--- src/cba_pkg.sv ---
/*
  Shared constants for the charge-balance converter sequencer and its host
  link master: timing, control word layout, divider taps and phase codes.
  Assumes a 100 MHz mclk on both ends.
*/
package cba_pkg;
  // Clock period in ns
  localparam int CLK_NS         = 10;
  // Pulse widths on the control link, in ns
  localparam int T_ZERO_NS      = 18000;
  localparam int T_ONE_NS       = 50000;
  localparam int T_STROBE_NS    = 200000;
  // Mains period, in ns
  localparam int T_LINE60_NS    = 16670000;
  localparam int T_LINE50_NS    = 20000000;
  // Derived cycle counts; exact at 100 MHz
  localparam int ZERO_CYC       = T_ZERO_NS / CLK_NS;
  localparam int ONE_CYC        = T_ONE_NS / CLK_NS;
  localparam int STROBE_CYC     = T_STROBE_NS / CLK_NS;
  localparam int LINE60_CYC     = T_LINE60_NS / CLK_NS;
  localparam int LINE50_CYC     = T_LINE50_NS / CLK_NS;
  // Receiver decision points, midway between legal widths
  localparam int ONE_MIN_CYC    = (ZERO_CYC + ONE_CYC) / 2;
  localparam int STROBE_MIN_CYC = (ONE_CYC + STROBE_CYC) / 2;
  // Pulse width counter size
  localparam int WCNT_W         = 16;
  // Word sizes on the link
  localparam int CTRL_W         = 16;
  localparam int DAC_W          = 12;
  localparam int NBITS_W        = 5;
  // Control word fields
  localparam int F_PHASE_LSB    = 0;
  localparam int F_PHASE_W      = 2;
  localparam int F_ENABLE       = 2;
  localparam int F_SSLOPE       = 3;
  localparam int F_GAIN_LSB     = 4;
  localparam int F_GAIN_W       = 4;
  localparam int F_RANGE_LSB    = 8;
  localparam int F_RANGE_W      = 8;
  // Control word after reset: common phase, input off
  localparam logic [15:0] CTRL_RESET = 16'h0000;
  // Divider: first tap bit, divider width
  localparam int TAP_BASE       = 2;
  localparam int DIV_W          = 8;
  // Measurement phase selection
  typedef enum logic [1:0] {
    CBA_PH_COMMON = 2'h0,
    CBA_PH_REF    = 2'h1,
    CBA_PH_SIGNAL = 2'h3
  } cba_phase_t;
  // Host count widths
  localparam int CNT_W          = 8;
  localparam int EXT_W          = 16;
endpackage : cba_pkg

--- src/cba_link_if.sv ---
/*
  Isolated link between the converter sequencer and its host.
  Every signal has one driver; no bidirectional lines.
*/
`timescale 1ns/1ps
interface cba_link_if;
  logic ctrl_link_line_a;    // Pulse-width coded bits and strobe
  logic ctrl_link_line_b;    // Target level: high selects DAC word
  logic count_pulse;         // One pulse per counted tap period
  logic trigger_sense_in;    // Latched external trigger
  logic trigger_clear_out;   // Host clears the trigger latch
  logic source_overload_in;  // Source current over limit

  modport dev (
    input  ctrl_link_line_a, ctrl_link_line_b, trigger_clear_out,
    output count_pulse, trigger_sense_in, source_overload_in
  );
  modport host (
    output ctrl_link_line_a, ctrl_link_line_b, trigger_clear_out,
    input  count_pulse, trigger_sense_in, source_overload_in
  );
endinterface : cba_link_if

--- src/cba_host.sv ---
/*
  Host end: serialises control and DAC words onto the link, counts returned
  pulses, times the charge-balance phase, clears the trigger latch and
  flashes the source indicator on overload.
  Assumes the converter end of cba_link_if on the far side.
*/
`timescale 1ns/1ps
module cba_host #(
  parameter int ONE_CYC    = cba_pkg::ONE_CYC,     // Long bit width
  parameter int STROBE_CYC = cba_pkg::STROBE_CYC,  // Strobe width
  parameter int LINE60_CYC = cba_pkg::LINE60_CYC,  // 60 Hz line period
  parameter int LINE50_CYC = cba_pkg::LINE50_CYC,  // 50 Hz line period
  parameter int FLASH_CYC  = 25000000              // Half flash period
) (
  input  wire logic        mclk,            // System clock
  input  wire logic        rst_n,           // Async reset, active low
  cba_link_if.host         lnk,             // Link to converter
  input  wire logic        cmd_valid,       // Word offered
  output logic             cmd_ready,       // Serialiser idle
  input  wire logic        cmd_dac,         // Word targets the DAC
  input  wire logic [15:0] cmd_data,        // Word, LSB sent first
  input  wire logic        phase_start,     // Clear counters, start phase
  input  wire logic        cb_timed,        // Time a charge-balance phase
  input  wire logic        line_50hz,       // Mains is 50 Hz
  output logic             cb_active,       // Line period running
  output logic             cb_done,         // Line period ended, pulse
  output logic [23:0]      phase_count,     // Pulses counted this phase
  input  wire logic        trig_ack,        // Clear the trigger latch, held off in cal
  output logic             trig_seen,       // Latched trigger state
  input  wire logic        cal_mode,        // Calibration in progress
  input  wire logic        cal_jumper,      // Jumper level, sensed in cal
  output logic             cal_enabled,     // Jumper state captured in cal
  input  wire logic        measure_done,    // Conversion cycle complete
  output logic             end_of_measure_out, // Inverted end pulse
  output logic             source_led       // Source indicator drive
);
  localparam int TW = 22;  // Width of width and line timers
  initial begin
    if (STROBE_CYC >= (1 << TW) || LINE50_CYC >= (1 << TW) || LINE60_CYC >= (1 << TW))
      $error("cba_host: timer width too small");
    // The flash timer is 25 bits wide
    if (FLASH_CYC < 1 || FLASH_CYC > (1 << 25))
      $error("cba_host: flash period out of range");
  end

  // Serialiser: Gray codes along idle, pulse, gap
  typedef enum logic [1:0] {
    CBA_S_IDLE  = 2'b00,
    CBA_S_PULSE = 2'b01,
    CBA_S_GAP   = 2'b11
  } cba_ser_t;

  cba_ser_t                   st_q, st_d;       // Serialiser state
  logic [TW-1:0]              tmr_q, tmr_d;     // Cycles left in pulse/gap
  logic [cba_pkg::CTRL_W-1:0] sh_q, sh_d;       // Bits still to send
  logic [cba_pkg::NBITS_W-1:0] left_q, left_d;  // Bits left; 0 means strobe
  logic                       tgt_q, tgt_d;     // Line b level
  logic                       a_q, a_d;         // Line a level

  assign cmd_ready            = (st_q == CBA_S_IDLE);
  assign lnk.ctrl_link_line_a = a_q;
  assign lnk.ctrl_link_line_b = tgt_q;

  // Next values of the serialiser
  always_comb begin
    st_d   = st_q;
    tmr_d  = tmr_q;
    sh_d   = sh_q;
    left_d = left_q;
    tgt_d  = tgt_q;
    a_d    = a_q;
    unique case (st_q)
      CBA_S_IDLE:
      begin
        if (cmd_valid)
        begin
          sh_d   = cmd_data;
          tgt_d  = cmd_dac;
          left_d = cmd_dac ? cba_pkg::NBITS_W'(cba_pkg::DAC_W)
                           : cba_pkg::NBITS_W'(cba_pkg::CTRL_W);
          // First bit: LSB first, long for one, short for zero
          tmr_d  = cmd_data[0] ? TW'(ONE_CYC) : TW'(cba_pkg::ZERO_CYC);
          a_d    = 1'b1;
          st_d   = CBA_S_PULSE;
        end
      end
      CBA_S_PULSE:
      begin
        if (tmr_q > TW'(1))
          tmr_d = tmr_q - TW'(1);
        else
        begin
          // Line idles low for one short width between pulses
          a_d   = 1'b0;
          tmr_d = TW'(cba_pkg::ZERO_CYC);
          st_d  = CBA_S_GAP;
        end
      end
      CBA_S_GAP:
      begin
        if (tmr_q > TW'(1))
          tmr_d = tmr_q - TW'(1);
        else if (left_q == '0)
          st_d = CBA_S_IDLE;   // Strobe already sent
        else
        begin
          left_d = left_q - cba_pkg::NBITS_W'(1);
          sh_d   = sh_q >> 1;
          a_d    = 1'b1;
          if (left_q == cba_pkg::NBITS_W'(1))
            tmr_d = TW'(STROBE_CYC);
          else
            tmr_d = sh_q[1] ? TW'(ONE_CYC) : TW'(cba_pkg::ZERO_CYC);
          st_d = CBA_S_PULSE;
        end
      end
      default: st_d = CBA_S_IDLE;
    endcase
  end

  // Serialiser registers
  always_ff @(posedge mclk or negedge rst_n) begin
    if (!rst_n)
    begin
      st_q   <= CBA_S_IDLE;
      tmr_q  <= '0;
      sh_q   <= '0;
      left_q <= '0;
      tgt_q  <= 1'b0;
      a_q    <= 1'b0;
    end
    else
    begin
      st_q   <= st_d;
      tmr_q  <= tmr_d;
      sh_q   <= sh_d;
      left_q <= left_d;
      tgt_q  <= tgt_d;
      a_q    <= a_d;
    end
  end

  // Counting, line timer, trigger, calibration, overload flash
  logic [cba_pkg::CNT_W-1:0] low_q, low_d;   // Fast 8-bit counter
  logic [cba_pkg::EXT_W-1:0] ext_q, ext_d;   // Extension, counts down
  logic [TW-1:0]             line_q, line_d; // Line period left
  logic                      done_d;         // Line period end
  logic [24:0]               fl_q, fl_d;     // Flash half period timer
  logic                      led_q, led_d;   // Indicator level
  logic                      clr_q, clr_d;   // Trigger clear level
  logic                      cal_q, cal_d;   // Captured jumper
  logic                      eom_q, eom_d;   // Inverted end pulse
  logic [cba_pkg::EXT_W-1:0] ext_neg;        // Wraps counted so far

  always_comb begin
    low_d  = low_q;
    ext_d  = ext_q;
    line_d = line_q;
    done_d = 1'b0;
    fl_d   = fl_q;
    led_d  = led_q;
    if (phase_start)
    begin
      low_d = '0;   // Counters restart each phase
      ext_d = '0;
    end
    else if (lnk.count_pulse)
    begin
      low_d = low_q + cba_pkg::CNT_W'(1);
      if (low_q == '1)
        ext_d = ext_q - cba_pkg::EXT_W'(1);  // 256 counts taken
    end
    // Charge-balance phase lasts one mains period
    if (phase_start && cb_timed)
      line_d = line_50hz ? TW'(LINE50_CYC) : TW'(LINE60_CYC);
    else if (line_q != '0)
    begin
      line_d = line_q - TW'(1);
      done_d = (line_q == TW'(1));
    end
    // Flash while the source is over its limit
    if (!lnk.source_overload_in)
    begin
      fl_d  = '0;
      led_d = 1'b0;
    end
    else if (fl_q >= 25'(FLASH_CYC - 1))
    begin
      fl_d  = '0;
      led_d = !led_q;
    end
    else
      fl_d = fl_q + 25'(1);
    // Clear is held off in cal so the line can sense the jumper
    clr_d = trig_ack && !cal_mode;
    cal_d = cal_mode ? cal_jumper : cal_q;
    eom_d = !measure_done;
  end

  always_ff @(posedge mclk or negedge rst_n) begin
    if (!rst_n)
    begin
      low_q  <= '0;
      ext_q  <= '0;
      line_q <= '0;
      cb_done <= 1'b0;
      fl_q   <= '0;
      led_q  <= 1'b0;
      clr_q  <= 1'b0;
      cal_q  <= 1'b0;
      eom_q  <= 1'b1;
    end
    else
    begin
      low_q  <= low_d;
      ext_q  <= ext_d;
      line_q <= line_d;
      cb_done <= done_d;
      fl_q   <= fl_d;
      led_q  <= led_d;
      clr_q  <= clr_d;
      cal_q  <= cal_d;
      eom_q  <= eom_d;
    end
  end

  assign ext_neg                = '0 - ext_q;
  assign phase_count            = {ext_neg, low_q};
  assign cb_active              = (line_q != '0);
  assign trig_seen              = lnk.trigger_sense_in;
  assign lnk.trigger_clear_out  = clr_q;
  assign cal_enabled            = cal_q;
  assign end_of_measure_out     = eom_q;
  assign source_led             = led_q;
endmodule : cba_host

--- src/flat_wrapper.sv ---
// flat-port wrapper written by rule: the top's interface ports become plain ports
module cba_host_flat 
#(
  parameter int ONE_CYC    = cba_pkg::ONE_CYC,                      
  parameter int STROBE_CYC = cba_pkg::STROBE_CYC,                 
  parameter int LINE60_CYC = cba_pkg::LINE60_CYC,                      
  parameter int LINE50_CYC = cba_pkg::LINE50_CYC,                      
  parameter int FLASH_CYC  = 25000000                                  
)
  (mclk, rst_n, cmd_valid, cmd_ready, cmd_dac, cmd_data, phase_start, cb_timed, line_50hz, cb_active, cb_done, phase_count, trig_ack, trig_seen, cal_mode, cal_jumper, cal_enabled, measure_done, end_of_measure_out, source_led, lnk_ctrl_link_line_a, lnk_ctrl_link_line_b, lnk_trigger_clear_out, lnk_count_pulse, lnk_trigger_sense_in, lnk_source_overload_in);
  cba_link_if lnk_i ();
  input  wire logic mclk;
  input  wire logic rst_n;
  input  wire logic cmd_valid;
  output logic cmd_ready;
  input  wire logic cmd_dac;
  input  wire logic [15:0] cmd_data;
  input  wire logic phase_start;
  input  wire logic cb_timed;
  input  wire logic line_50hz;
  output logic cb_active;
  output logic cb_done;
  output logic [23:0] phase_count;
  input  wire logic trig_ack;
  output logic trig_seen;
  input  wire logic cal_mode;
  input  wire logic cal_jumper;
  output logic cal_enabled;
  input  wire logic measure_done;
  output logic end_of_measure_out;
  output logic source_led;
  output wire logic [$bits(lnk_i.ctrl_link_line_a)-1:0] lnk_ctrl_link_line_a;
  output wire logic [$bits(lnk_i.ctrl_link_line_b)-1:0] lnk_ctrl_link_line_b;
  output wire logic [$bits(lnk_i.trigger_clear_out)-1:0] lnk_trigger_clear_out;
  input wire logic [$bits(lnk_i.count_pulse)-1:0] lnk_count_pulse;
  input wire logic [$bits(lnk_i.trigger_sense_in)-1:0] lnk_trigger_sense_in;
  input wire logic [$bits(lnk_i.source_overload_in)-1:0] lnk_source_overload_in;
  assign lnk_ctrl_link_line_a = lnk_i.ctrl_link_line_a;
  assign lnk_ctrl_link_line_b = lnk_i.ctrl_link_line_b;
  assign lnk_trigger_clear_out = lnk_i.trigger_clear_out;
  assign lnk_i.count_pulse = lnk_count_pulse;
  assign lnk_i.trigger_sense_in = lnk_trigger_sense_in;
  assign lnk_i.source_overload_in = lnk_source_overload_in;
  cba_host #(.ONE_CYC(ONE_CYC), .STROBE_CYC(STROBE_CYC), .LINE60_CYC(LINE60_CYC), .LINE50_CYC(LINE50_CYC), .FLASH_CYC(FLASH_CYC)) u_core (.mclk(mclk), .rst_n(rst_n), .lnk(lnk_i), .cmd_valid(cmd_valid), .cmd_ready(cmd_ready), .cmd_dac(cmd_dac), .cmd_data(cmd_data), .phase_start(phase_start), .cb_timed(cb_timed), .line_50hz(line_50hz), .cb_active(cb_active), .cb_done(cb_done), .phase_count(phase_count), .trig_ack(trig_ack), .trig_seen(trig_seen), .cal_mode(cal_mode), .cal_jumper(cal_jumper), .cal_enabled(cal_enabled), .measure_done(measure_done), .end_of_measure_out(end_of_measure_out), .source_led(source_led));
endmodule
--- config.mk ---
export PLATFORM = sky130hd
export DESIGN_NAME = cba_host_flat
export DESIGN_NICKNAME = d
export VERILOG_FILES = /design/src/cba_pkg.sv /design/src/cba_link_if.sv /design/src/cba_host.sv /design/src/flat_wrapper.sv
export SDC_FILE = /design/constraint.sdc
export NUM_CORES = 1
export LEC_CHECK = 0
export ABC_AREA = 1
export ABC_CLOCK_PERIOD_IN_PS = 2100
export BUFFER_PORTS_ARGS = -buffer_cell sky130_fd_sc_hd__buf_4
export CAP_MARGIN = 40
export CELL_PAD_IN_SITES_DETAIL_PLACEMENT = 2
export CELL_PAD_IN_SITES_GLOBAL_PLACEMENT = 2
export CORE_MARGIN = 2
export CORE_UTILIZATION = 36
export CTS_CLUSTER_SIZE = 10
export DETAILED_ROUTE_END_ITERATION = 8
export PLACE_DENSITY = 0.9
export REMOVE_ABC_BUFFERS = 1
export SLEW_MARGIN = 20
export SYNTH_ARGS = -nofsm -noshare
export SYNTH_HDL_FRONTEND = slang
export SYNTH_SLANG_ARGS = --single-unit
--- constraint.sdc ---
create_clock -name mclk -period 2.1 [get_ports mclk]
set_clock_uncertainty 0.15 [all_clocks]
set_input_delay 0.21 -clock mclk [delete_from_list [all_inputs] [get_ports mclk]]
set_output_delay 0.21 -clock mclk [all_outputs]
set_load 0.01 [all_outputs]
# After elaboration in Yosys (flattened, before gate mapping)
# Cells that the tools add are included.
[totals]
ff_bits = 123
wordCells = 95
inputBits = 30
output_inout_bits = 34
[op_classes]
order_cmp = 2
n_eq_ne = 11
mux = 41
addsub = 7
n_reduce_logical = 19
[ops]
columns = ["operator", "count"]
rows = [
  ["two-way mux 22 bit", 7],
  ["two-way mux 16 bit", 6],
  ["case mux 22 bit (3 select lines)", 1],
  ["two-way mux 25 bit", 2],
  ["subtractor 22 x 1 -> 22 bit (second input constant)", 2],
  ["case mux 16 bit (2 select lines)", 1],
  ["two-way mux 13 bit", 2],
  ["adder 25 x 1 -> 25 bit (second input constant)", 1],
  ["greater-or-equal comparator 25 bit (second input constant)", 1],
  ["== test 22 x 1 -> 1 bit (second input constant)", 1],
  ["greater-than comparator 22 x 1 -> 1 bit (second input constant)", 1],
  ["nonzero test 22 bit", 1],
  ["two-way mux 5 bit", 4],
  ["two-way mux 19 bit", 1],
  ["two-way mux 8 bit", 2],
  ["subtractor 1 x 16 -> 16 bit (first input constant)", 1],
  ["subtractor 16 x 1 -> 16 bit (second input constant)", 1],
  ["case mux 5 bit (2 select lines)", 1],
  ["two-way mux 1 bit", 9],
  ["adder 8 x 1 -> 8 bit (second input constant)", 1],
  ["== test 8 bit (second input constant)", 1],
  ["!= test 2 bit (second input constant)", 4],
  ["nonzero test 2 bit", 4],
  ["two-way mux 2 bit", 3],
  ["17 further kinds", 22],
]

# Depth between registers and ports, before layout
[logic_depth]
word_depth = 5
mapped_depth = 12
ltp_nobuf = 12

# Least setup slack after synthesis
# No wires, ideal clock.
[synth_path]
path_type = "register to register"
start = "register u_core.tmr_q[0]"
end = "register u_core.sh_q[1] (netlist name)"
setup_slack_ns = 0.336
path_buffers = 1
synth_period_minus_slack_ns = 1.764
required_time_ns = 1.828
path_stages_with_launch = 11
t_arrival_ns = 1.493
setup_time_ns = 0.122
cell_sequence = "dfrtp_1 inv_1 ha_1 nand3_4 nor2_4 nand3_2 nand3_4 nand3_4 buf_6 nand2_1 o21ai_2"
[synth_between]
elab_chain_cells = 3
[synth_lines]
columns = ["element", "line_no", "text"]
rows = [
  ["start: declaration", "cba_host.sv:54", "logic [TW-1:0] tmr_q, tmr_d;"],
  ["start signal: assignment", "cba_host.sv:135", "tmr_q <= tmr_d;"],
  ["greater-than comparator 22 x 1 -> 1 bit", "cba_host.sv:101", "if (tmr_q > TW'(1))"],
  ["!= test 2 bit (no source line)", "n/a", ""],
  ["AND reduction 4 bit (no source line)", "n/a", ""],
  ["end signal: assignment", "cba_host.sv:127", "sh_q <= '0;"],
  ["end signal: assignment", "cba_host.sv:136", "sh_q <= sh_d;"],
  ["end: declaration", "cba_host.sv:55", "logic [cba_pkg::CTRL_W-1:0] sh_q, sh_d;"],
]
# No other way between the ends.
# A chain may end at the register's enable or synchronous reset.

# Final worst setup path
[layout_path]
start = "register u_core.ext_q[10] (netlist name)"
end = "output port phase_count[19]"
[layout_between]
elab_chain_cells = 1
[layout_lines]
columns = ["element", "line_no", "text"]
rows = [
  ["start: declaration", "cba_host.sv:145", "logic [cba_pkg::EXT_W-1:0] ext_q, ext_d;"],
  ["start signal: assignment", "cba_host.sv:216", "ext_q <= ext_d;"],
  ["subtractor 1 x 16 -> 16 bit", "cba_host.sv:227", "assign ext_neg = '0 - ext_q;"],
  ["end: declaration", "flat_wrapper.sv:23", "output logic [23:0] phase_count;"],
]
# No other way between the ends.

==> flow_metrics.py <==
metrics = {
    "run_status": {
        "status": "finished with violations",
        "violations": "setup timing",
    },
    "critical_path": {
        "required_ps": 1740,
        "r2r_end": "u_core.line_q[11]",
        "reg2reg_from": "u_core.line_q[4]",
        "max_stage_delay_ps": 470,
        "worstSetupPathType": "flop to output pin",
        "regToRegSetupSlack_ps": -330,
        "r2r_cells": 5,
        "arrival_ps": 2080,
        "crit_fanout": 3,
        "critPathSlowestCell": "dfrtp_1",
        "critPathLaunchType": "flop",
        "path_cells": "nor2_1 > nand3_1 > nor3_4 > buf_6 > xor2_2 > buf_4",
        "worstSetupEndpointType": "output pin",
    },
    "pwr": {
        "power_frac_clock_pct": 46.5,
        "p_comb_share_pct": 14.2,
        "netSwitchingFraction_pct": 33.9,
        "power_density_nw_per_um2": 691,
        "p_leak_uw": 0.00446,
        "p_seq_share_pct": 39.2,
        "internal_power_uw": 4470,
        "ir_drop_mv": 0.548,
        "netSwitchingPower_uw": 2290,
    },
    "clock_tree": {
        "clk_latency_ps": 470,
        "root_buffer": "clkbuf_16",
        "clkSinkCount": 122,
        "htreeDepth": 4,
        "cts_buffers": 17,
        "cts.path.max_buffers": 2,
        "cts_tree": "yes",
        "clkTransAtPathRegs_ps": 70,
    },
    "synthesis": {
        "yosysTopAreaCellShare_pct": 42.0,
        "async_flop_share_pct": 100,
        "ys_types": 38,
        "ys_seq_elements": 122,
        "ys_seq_area_share_pct": 42.4,
        "synth_area_um2": 7210,
        "syn-mean-instance-area_um2": 7.81,
        "ys_warn_count": 0,
        "synth_edf_count": 0,
        "synth_top_area_cell": "dfrtp_1",
        "netlist_top_cells_area": "dfrtp_1 42%, nand2_1 11%, nor2_1 7.3%",
        "synth_flop_cell": "dfrtp_1",
        "syn_inst": 923,
    },
    "placement": {
        "hpwl_um": 18500,
        "gp_congestion": 0.835,
        "numPortBuffers": 61,
    },
    "finish": {
        "synthToLayoutAreaGrowth_pct": 35.8,
        "layout_common_cells": "202 x nand2_1, 118 x buf_4, 104 x nor2_1, 104 x dfrtp_1, 89 x inv_1",
        "final_common_cell": "nand2_1",
        "diodes": 0,
        "drive_above_1_share_pct": 31.5,
        "nNetsFinal": 1119,
    },
    "sta": {
        "relSlewSlack_pct": 45.9,
        "worst_hold_slack_ps": 143,
        "clock.fmax_mhz": 409,
        "layout_setup_ws_ps": -343,
        "rsz0062_at_grt": "yes",
        "fin_crit_ps": 2440,
        "period_share_pct": 116,
        "finalHoldViolCount": 0,
        "setup_tns_ps": -5820,
        "setup_viol": 72,
        "tightest_slew_ps": 804,
        "drv_slew": 0,
    },
    "detailed_routing": {
        "drtIter0Drc": 683,
        "ant_nets": 0,
        "dr.pass1.iters": 6,
        "finalWirelength_um": 43500,
        "drc_errors": 0,
        "viasPerCell": 6.04,
        "wl_per_cell_um": 32.0,
        "num_vias": 8200,
    },
    "global_route": {
        "grt_first_pass_wirelength_um": 55900,
        "antenna_found_initial": 2,
        "grt_max_degree": 49,
        "grtUsageTotal_pct": 35.1,
        "grt_overflow_total": 0,
        "first_global_vias": 8858,
    },
    "floorplanning": {
        "core_area_um2": 19500,
        "die_area_um2": 21200,
        "start_util_pct": 36.9,
        "die_w_um": 146,
        "boundaryPins": 64,
        "rows": 51,
        "die_h_um": 146,
    },
    "job": {
        "maxCapViolCount": 0,
    },
    "hold_path": {
        "hold_class": "input port to async pin",
    },
}
[layout make-up]
cell class	instances	area (µm²)
fill	2150	9740
multi-input combinational	674	4090
sequential	122	3080
timing repair buffer	153	1300
clock buffer	19	443
inverter	111	422
tap	265	332
clock inverter	13	120
timing repair inverter	1	7.51
[Yosys cell counts (2+ instances only)]
master	n
buf_6	8
buf_4	3
o2111ai_1	4
a31oi_1	5
nor2_4	7
mux2i_1	14
dfrtp_1	121
nand3_4	3
nand2_2	6
or2_2	4
inv_1	106
nand2_1	215
o21ai_2	25
o21ai_0	27
buf_2	3
nor4_1	6
nand4_1	15
nor3_1	29
ha_1	9
nand3_1	49
xnor2_1	14
o22ai_2	2
xor2_1	44
nor2_1	140
nor2_2	8
inv_2	5
a21oi_1	25
nand3_2	3
o22ai_1	12
o21ai_1	3
[kinds of logic after synthesis]
kind of cell | count (synthesis) | share of synthesized area [%]
buffers and inverters | 127 | 7.65
DFF | 122 | 42.4
muxes | 15 | 2.10
adders and majority gates | 9 | 1.56
AOI/OAI and AO/OA | 104 | 9.27
and+or+nand+nor | 488 | 30.0
xor gates and xnor gates | 58 | 7.05
[through the flow]
step	area [µm²]	util [%]	worst slack (ps)	std cells	total power (µW)
detailed placement	8070	41.3	-11.7	1254	3230
global placement	8070	41.3	167	1254	3190
finish	9790	50.1	-343	1358	6760
CTS	9130	46.8	-114	1326	6210
global route	9790	50.1	-399	1358	6860
floorplan	7070	-	36.4	907	2940
[critical path, delay by kind of cell, from the launching register on]
kind / cells / cell delay (ps)
buf+inv: 2 / 320
simple gates: 3 / 650
flops: 1 / 470
xor+xnor: 1 / 180
[timing repair]
item                                    4_1_cts  5_1_grt
gates resized for setup                      36      118
pin swaps                                     8       18
setup buffers                                15       32
hold buffers                                 25        0
endpoints found under the setup margin       48      108
endpoints found under the hold margin       146        0
cloned                                        0        1
[flip-flops by register name, indices dropped and copies added (netlist names)]
name                          flops
u_core.fl_q                      25
u_core.cal_enabled                1
u_core.source_led                 1
u_core.sh_q                      15
u_core.low_q                      8
u_core.ext_q                     16
u_core.st_q                       2
u_core.line_q                    22
u_core.lnk.trigger_clear_out      1
u_core.lnk.ctrl_link_line_a       1
u_core.end_of_measure_out         1
u_core.tmr_q                     22
u_core.lnk.ctrl_link_line_b       1
u_core.left_q                     5
u_core.cb_done                    1
[routing by layer]
metal	routed length [µm]	GRT usage (%)
met1	15400	37.5
met2	21700	62.4
met3	2430	5.74
met4	3990	26.3
met5	25	0
[worst max-delay path by stage]
stage,from,to,slack (ps)
after floorplan,u_core.tmr_q[0],u_core.left_q[3],40
final,u_core.ext_q[10],phase_count[19],-340
after detailed placement,u_core.ext_q[0],phase_count[23],-10
after global placement,u_core.ext_q[2],phase_count[21],170
after CTS,u_core.ext_q[2],phase_count[17],-110
after global routing,u_core.ext_q[10],phase_count[19],-400
[power by group through the flow]
stage	clock network (µW)	registers (µW)	logic, µW
4_1_cts	2950	2580	685
2_1_floorplan	0	2570	364
5_1_grt	3200	2650	1000
6_report	3150	2650	963
3_5_place_dp	0	2600	624
3_3_place_gp	0	2600	589
No activity file was read; power rests on OpenSTA's default activity.
